===== src/irap_params.svh =====
// Constants for the indirect register access port
`ifndef IRAP_PARAMS_SVH
`define IRAP_PARAMS_SVH
`define IRAP_NUM_REGS       6
`define IRAP_SEL_RESET      16'h0000
`define IRAP_SEL_BYTEMODE   7
`define IRAP_SEL_IDX_HI     3
`define IRAP_SEL_IDX_LO     1
`define IRAP_SEL_UPPER      0
`define IRAP_SEL_WMASK      16'h008f
`define IRAP_REG_RESET      16'h0000
`endif


===== src/irap_pkg.sv =====
// Types shared by the indirect register access port
package irap_pkg;
  // Decoded select port contents
  typedef struct packed {
    logic       byteMode;
    logic [2:0] regIndex;
    logic       upperHalf;
  } irap_sel_s;
  // One host bus access as seen by the register bank
  typedef struct packed {
    logic        wrEn;
    logic [2:0]  regIndex;
    logic [1:0]  laneEn;
    logic [15:0] wrData;
  } irap_acc_s;
  // Host handshake states, one-hot
  typedef enum logic [1:0] {
    IRAP_HS_IDLE = 2'b01,
    IRAP_HS_HOLD = 2'b10
  } irap_hs_e;
endpackage


===== src/irap_reg_bank.sv =====
// Bank of six 16-bit control/status registers with byte lanes
`timescale 1ns/1ns
`include "irap_params.svh"
module irap_reg_bank
  import irap_pkg::*;
#(
  parameter int NUM_REGS = `IRAP_NUM_REGS
) (
  // Clock and reset
  input  wire logic          sys_clk,
  input  wire logic          nrst,
  // Access from the port logic
  input  wire irap_acc_s     acc,
  output logic [15:0]        rdData,
  // Register contents for the rest of the device
  output logic [NUM_REGS*16-1:0] regFlat
);
  logic [15:0] regs_ff [NUM_REGS]; // Storage, one word per register

  // Write with byte lanes; indexes beyond the bank are dropped
  always_ff @(posedge sys_clk) begin
    if (!nrst) begin
      for (int i = 0; i < NUM_REGS; i++) regs_ff[i] <= `IRAP_REG_RESET;
    end else if (acc.wrEn && (int'(acc.regIndex) < NUM_REGS)) begin
      if (acc.laneEn[0]) regs_ff[acc.regIndex][7:0]  <= acc.wrData[7:0];
      if (acc.laneEn[1]) regs_ff[acc.regIndex][15:8] <= acc.wrData[15:8];
    end
  end

  // Read mux; unmapped indexes read as zero
  always_comb begin
    rdData = 16'h0000;
    if (int'(acc.regIndex) < NUM_REGS) rdData = regs_ff[acc.regIndex];
  end

  // Flatten for export
  always_comb begin
    for (int i = 0; i < NUM_REGS; i++) regFlat[i*16 +: 16] = regs_ff[i];
  end
endmodule


===== src/irap_host_port.sv =====
// Host slave port: select port plus data window onto six registers
`timescale 1ns/1ns
`include "irap_params.svh"
module irap_host_port
  import irap_pkg::*;
#(
  parameter int NUM_REGS = `IRAP_NUM_REGS
) (
  // Clock and reset
  input  wire logic              sys_clk,
  input  wire logic              nrst,
  // Host bus pins, sampled through two flops
  input  wire logic              hostSel,
  input  wire logic              hostRd,
  input  wire logic              hostWr,
  input  wire logic              portSelect,
  input  wire logic [15:0]       hostDataIn,
  // Host data return
  output logic [15:0]            hostDataOut,
  output logic                   hostDataOe_n,
  output logic                   hostAck,
  // Device side view
  output irap_sel_s              selState,
  output logic [NUM_REGS*16-1:0] regFlat
);
  // Timing seen from the pins: a strobe is decoded two edges after it
  // reaches the pins, the access is taken on the next edge and the
  // answer rises on that same edge. The host must therefore keep its
  // strobe up until it sees the answer, and leave a few idle cycles
  // between accesses so that the release is seen before a new strobe.
  //
  // Pin synchronisers; first stage feeds only second stage
  logic [19:0] pinMeta_ff;  // First stage, may settle late
  logic [19:0] pinSync_ff;  // Second stage, the only one decoded
  logic [15:0] dIn;         // Synced host write data
  logic        sSel;        // Synced chip select
  logic        sRd;         // Synced read strobe
  logic        sWr;         // Synced write strobe
  logic        sPort;       // Synced port pin, high picks select port
  logic        strobeOn;    // Synced select with either strobe up
  logic        start;       // Access taken in this cycle

  // Handshake, select port and read return
  irap_hs_e    hsState_ff;  // Handshake state
  irap_hs_e    nxt_hsState; // Next handshake state
  logic [15:0] selPort_ff;  // Select port contents
  logic [15:0] nxt_selPort; // Next select port contents
  logic [15:0] rdHold_ff;   // Data returned to host
  logic [15:0] nxt_rdHold;  // Next read return word
  logic        oe_ff;       // Host data drive, active high inside

  // Path to the register bank
  irap_acc_s   acc;         // Access steered to the bank
  logic [15:0] bankRd;      // Word read out of the bank

  // Strobe decode, shared by the access start and the handshake
  function automatic logic isStrobe(input logic sel,
                                    input logic rd,
                                    input logic wr);
    return sel && (rd || wr);
  endfunction

  // Byte lanes of a data window write; word mode writes both halves
  function automatic logic [1:0] laneMask(input logic byteMode,
                                          input logic upper);
    if (!byteMode) return 2'b11;
    return upper ? 2'b10 : 2'b01;
  endfunction

  // Chosen half of a register word, zero extended for the host
  function automatic logic [15:0] byteOf(input logic [15:0] value,
                                         input logic upper);
    return {8'h00, upper ? value[15:8] : value[7:0]};
  endfunction

  // Two-flop synchroniser on all bus pins. The data lines ride along
  // with the strobes: the host holds them steady for the whole access,
  // so they have long settled by the time the synced strobe is decoded.
  always_ff @(posedge sys_clk) begin
    if (!nrst) begin
      pinMeta_ff <= 20'h00000;
      pinSync_ff <= 20'h00000;
    end else begin
      pinMeta_ff <= {hostSel, hostRd, hostWr, portSelect, hostDataIn};
      pinSync_ff <= pinMeta_ff;
    end
  end

  // Split the synced pins back into their roles
  assign {sSel, sRd, sWr, sPort, dIn} = pinSync_ff;
  assign strobeOn = isStrobe(sSel, sRd, sWr);

  // An access is taken once per strobe assertion, and only from idle,
  // so a host that holds its strobe for many cycles is served once
  assign start = strobeOn && (hsState_ff == IRAP_HS_IDLE);

  // Handshake next state: answer once, then wait for the strobe to drop
  always_comb begin
    nxt_hsState = hsState_ff;
    case (hsState_ff)
      IRAP_HS_IDLE: begin
        // A new strobe is taken now and answered on the next edge
        if (strobeOn) nxt_hsState = IRAP_HS_HOLD;
      end
      IRAP_HS_HOLD: begin
        // Answer stands until the synced strobe goes away
        if (!strobeOn) nxt_hsState = IRAP_HS_IDLE;
      end
      default: begin
        // Not a legal one-hot code; fall back to idle
        nxt_hsState = IRAP_HS_IDLE;
      end
    endcase
  end

  // Handshake state register
  always_ff @(posedge sys_clk) begin
    if (!nrst) hsState_ff <= IRAP_HS_IDLE;
    else hsState_ff <= nxt_hsState;
  end

  // Select port next value. Only a write with the port pin high lands;
  // data window traffic leaves it alone however long the host keeps
  // using the same register. Reserved bits are masked so they read 0.
  always_comb begin
    nxt_selPort = selPort_ff;
    if (start && sWr && sPort) begin
      nxt_selPort = dIn & `IRAP_SEL_WMASK;
    end
  end

  // Select port register; bus reset clears index and both mode bits
  always_ff @(posedge sys_clk) begin
    if (!nrst) selPort_ff <= `IRAP_SEL_RESET;
    else selPort_ff <= nxt_selPort;
  end

  // Decoded view of the select port for the rest of the device
  assign selState = {selPort_ff[`IRAP_SEL_BYTEMODE],
                     selPort_ff[`IRAP_SEL_IDX_HI:`IRAP_SEL_IDX_LO],
                     selPort_ff[`IRAP_SEL_UPPER]};

  // Data window access steering. In byte mode the host moves one byte
  // on the low data lines; it is copied to both halves and the lane
  // mask picks which half of the register actually takes it.
  always_comb begin
    acc.wrEn     = start && sWr && !sPort;
    acc.regIndex = selState.regIndex;
    acc.laneEn   = laneMask(selState.byteMode, selState.upperHalf);
    if (selState.byteMode) begin
      // Byte transfers: one byte from the low lines
      acc.wrData = {dIn[7:0], dIn[7:0]};
    end else begin
      // Word transfers: all sixteen lines
      acc.wrData = dIn;
    end
  end

  // The six registers live in their own bank; writes to index 6 and 7
  // are dropped there and reads of them return zero
  irap_reg_bank #(.NUM_REGS(NUM_REGS)) uBank (
    .sys_clk (sys_clk),
    .nrst    (nrst),
    .acc     (acc),
    .rdData  (bankRd),
    .regFlat (regFlat)
  );

  // Read return next value, captured when a read is taken. The word is
  // held afterwards so the host may sample it late in its cycle.
  always_comb begin
    nxt_rdHold = rdHold_ff;
    if (start && sRd) begin
      if (sPort) begin
        // Select port reads back its stored value
        nxt_rdHold = selPort_ff;
      end else if (selState.byteMode) begin
        // Byte mode: chosen half, zero extended
        nxt_rdHold = byteOf(bankRd, selState.upperHalf);
      end else begin
        // Word mode: the whole register
        nxt_rdHold = bankRd;
      end
    end
  end

  // Read return register
  always_ff @(posedge sys_clk) begin
    if (!nrst) rdHold_ff <= 16'h0000;
    else rdHold_ff <= nxt_rdHold;
  end

  // Drive enable for the host data lines: on from a taken read until
  // the synced strobe drops. Turning it off a few cycles after the
  // host lets go costs some bus time but never fights the host.
  always_ff @(posedge sys_clk) begin
    if (!nrst) oe_ff <= 1'b0;
    else oe_ff <= (start && sRd) || (oe_ff && sSel && sRd);
  end

  // Outputs: data and enable from flops, answer decoded from state
  assign hostDataOut  = rdHold_ff;
  assign hostDataOe_n = !oe_ff;
  assign hostAck      = (hsState_ff == IRAP_HS_HOLD);
endmodule


===== config.mk =====
export PLATFORM = sky130hd
export DESIGN_NAME = irap_host_port
export DESIGN_NICKNAME = d
export VERILOG_FILES = /design/src/irap_pkg.sv /design/src/irap_reg_bank.sv /design/src/irap_host_port.sv
export VERILOG_INCLUDE_DIRS = /design/src
export SDC_FILE = /design/constraint.sdc
export NUM_CORES = 1
export LEC_CHECK = 0
export BUFFER_PORTS_ARGS = -buffer_cell sky130_fd_sc_hd__buf_4
export CORE_UTILIZATION = 49
export DETAILED_ROUTE_END_ITERATION = 12
export GPL_TIMING_DRIVEN = 0
export HOLD_SLACK_MARGIN = 0.02
export PLACE_DENSITY = 0.75
export SYNTH_ARGS = -nofsm -noshare
export SYNTH_HDL_FRONTEND = slang
export SYNTH_HIERARCHICAL = 1
export SYNTH_SLANG_ARGS = --single-unit

===== constraint.sdc =====
create_clock -name sys_clk -period 2.4 [get_ports sys_clk]
set_clock_uncertainty 0.2 [all_clocks]
set_input_delay 0.36 -clock sys_clk [delete_from_list [all_inputs] [get_ports sys_clk]]
set_output_delay 0.36 -clock sys_clk [all_outputs]
set_load 0.005 [all_outputs]

==> flow_metrics.tcl <==
set metrics [dict create \
    worstPathRequired_ns 2.30 \
    final_common_cell "buf_4" \
    r2r_slack_ns 0.09 \
    hold_end "pinSync_ff[4]" \
    layout.nets 746 \
    synthArstFlopShare 0 \
    die_w_um 120 \
    ys.flop_type "edfxtp_1" \
    pre_cts_ws_ns -0.418 \
    synthesis.instances 543 \
    fillers 1031 \
    synth_edf_count 96 \
    setup_slack_ns 0.0922 \
    min_path_type "register to register" \
    drc 0 \
    syn_area_per_cell_um2 12.6 \
    drt_iter0_drc 364 \
    drive_gt1_frac 0.334 \
    grt_max_degree 17 \
    criticalPathCategory "register to register" \
    finalWirelength_um 17200 \
    gr-usage-all-layers 0.241 \
    cts_root_buf "clkbuf_16" \
    crit_fanout 9 \
    crit_arrival_ns 2.21 \
    routedWlPerCell_um 18.8 \
    grt_pass1_wl_um 25600 \
    core_um2 13500 \
    syn2layout_area_growth_pct 32.1 \
    antenna_cells 0 \
    synthDistinctLibCells 41 \
    vdd_drop_max_mv 0.404 \
    power.density_nw_per_um2 679 \
    crit-reg2reg-capture "uBank/regs_ff[0][14]" \
    num_io_pins 141 \
    synth_fp_nets 565 \
    cap_viol_max_count 0 \
    hp-start "pinMeta_ff[4]" \
    period_needed_ns 2.31 \
    finalSetupViolations 0 \
    cts_buffers 17 \
    clockBufferDepth 2 \
    design.die.area_um2 14500 \
    relSlewSlack 0.546 \
    vias 4863 \
    path_cells "nand3b_1, nor2_1, and2_2, nand4b_4, nor3_4, nand2b_2" \
    rsz0062_at_grt "false" \
    p_leak_uw 0.00368 \
    hold_viol 0 \
    mostFrequentLayoutCells "buf_4 (151), and2_1 (136), edfxtp_1 (96)" \
    timing.hold.ws_ns 0.229 \
    clkLatencyLatePin_ns 0.42 \
    fin_crit_sh 0.962 \
    clk_pin_slew_ns 0.06 \
    worst_pin_slew_ns 0.680 \
    final_antenna_net_count 0 \
    ys_ff_latch 160 \
    rr_worst_depth 6 \
    fmax_mhz 433 \
    numPortBuffers 140 \
    vias_per_cell 5.33 \
    die_h_um 120 \
    clock-sinks 160 \
    antenna_found_initial 0 \
    r2r_start "hsState_ff[1]" \
    rows 42 \
    synthesis.area_um2 6860 \
    hpwl_um 13000 \
    cts_tree "yes" \
    grt_overflow 0 \
    worst_path_max_delay_cell "dfxtp_1" \
    yosysWarnings 6 \
    slew_violations 0 \
    grt_pass1_vias 4842 \
    critPathMaxStageDelay_ns 0.34 \
    endpoint_kind "register" \
    cp-start-kind "register" \
    h-tree-depth 4 \
    status "finished clean" \
    holdPathStages 1 \
    ys_seq_area_frac 0.607 \
    dr.pass1.iters 5 \
    start_util 0.510 \
    place.gp.congestion 0.865 \
]
## logic make-up after synthesis
logic type / count (synthesis) / synth area share
buffers and inverters: 39 / 0.0334
AOI/OAI and AO/OA: 51 / 0.0557
and+or+nand+nor: 229 / 0.206
muxes: 64 / 0.0978
DFF: 160 / 0.607
## cells in the mapped netlist (3+ instances only)
cell type  count  share of area
and2_1       137           0.13
nand2b_1      10         0.0091
nand2_1       29          0.016
a21boi_0       8         0.0088
clkbuf_1      10         0.0055
inv_1          3         0.0016
a211oi_1       3         0.0033
mux2_1        15          0.025
nor2_2         6         0.0055
edfxtp_1      96           0.42
buf_6          4         0.0066
buf_2         11         0.0080
o21ai_0       10         0.0073
nor2b_1        7         0.0064
o221ai_1      16          0.020
mux2i_1       40          0.058
mux2_2         9          0.015
buf_4         10          0.011
o31ai_1        4         0.0044
dfxtp_1       64           0.19
and3_1         9         0.0082
nand3_1       15          0.011
## worst max-delay path by stage
stage	endpoint	slack, ns	depth (start not counted)	start
2_1_floorplan	uBank/regs_ff[4][0]	0.09	5	hsState_ff[1]
3_3_place_gp	uBank/regs_ff[1][10]	-0.32	5	hsState_ff[1]
3_5_place_dp	uBank/regs_ff[1][10]	-0.42	5	hsState_ff[1]
4_1_cts	uBank/regs_ff[1][13]	0.008	5	hsState_ff[1]
5_1_grt	uBank/regs_ff[3][9]	0.005	7	pinSync_ff[19]
6_report	uBank/regs_ff[0][14]	0.09	6	hsState_ff[1]
## flip-flops by register name (all words and copies together), names as in the netlist
register       flops
hsState_ff         2
pinSync_ff        20
selPort_ff         5
uBank/regs_ff     96
pinMeta_ff        20
oe_ff              1
hostDataOut       16
## report_power, final
group          total (uW)  leakage [uW]  internal [uW]  switching (uW)
sequential           3050       0.00152           2990            55.6
combinational         321       0.00185            166             155
clock                2780      0.000308           1630            1150
total                6150       0.00368           4790            1360
## timing repair
action	in CTS	in global routing
hold buffers	20	0
gates resized for setup	20	15
endpoints found under the hold margin	20	0
pin swaps	0	1
setup endpoints to repair	85	37
buffers inserted	0	2
## area by class of cell
cell class | instances | area (um^2) | area share
well taps | 176 | 220 | 0.0243
multi-input cells | 344 | 2530 | 0.280
plain buffers | 36 | 243 | 0.0268
flip-flops and latches | 160 | 4170 | 0.460
repair buffers | 162 | 1270 | 0.140
clock buffers | 18 | 450 | 0.0497
inverters | 3 | 11.3 | 0.00124
clock inverters | 14 | 165 | 0.0182
## critical path, delay by kind of cell (launching register included)
| family | cells | cell delay (ns) |
|---|---|---|
| and+or+nand+nor | 6 | 1.45 |
| DFF | 1 | 0.34 |
## routing by layer
| metal | up-vias | routed length [um] | global-route usage |
|---|---|---|---|
| met3 | 31 | 1270 | 0.0594 |
| met5 | - | 0 | 0 |
| met2 | 231 | 8610 | 0.417 |
| li1 | 2295 | - | - |
| met1 | 2306 | 6890 | 0.289 |
| met4 | 0 | 403 | 0.0895 |
## metrics by stage
step / std cells / setup TNS [ns] / power (uW) / cell area, um^2 / util
floorplan: 543 / 0 / 3210 / 6860 / -
global placement: 859 / -13.73 / 3390 / 8130 / 0.604
detailed placement: 859 / -18.36 / 3400 / 8130 / 0.604
CTS: 911 / 0 / 6170 / 8990 / 0.668
global route: 913 / 0 / 6300 / 9060 / 0.673
finish: 913 / 0 / 6150 / 9060 / 0.673
Power figures use the tool's default switching activity.
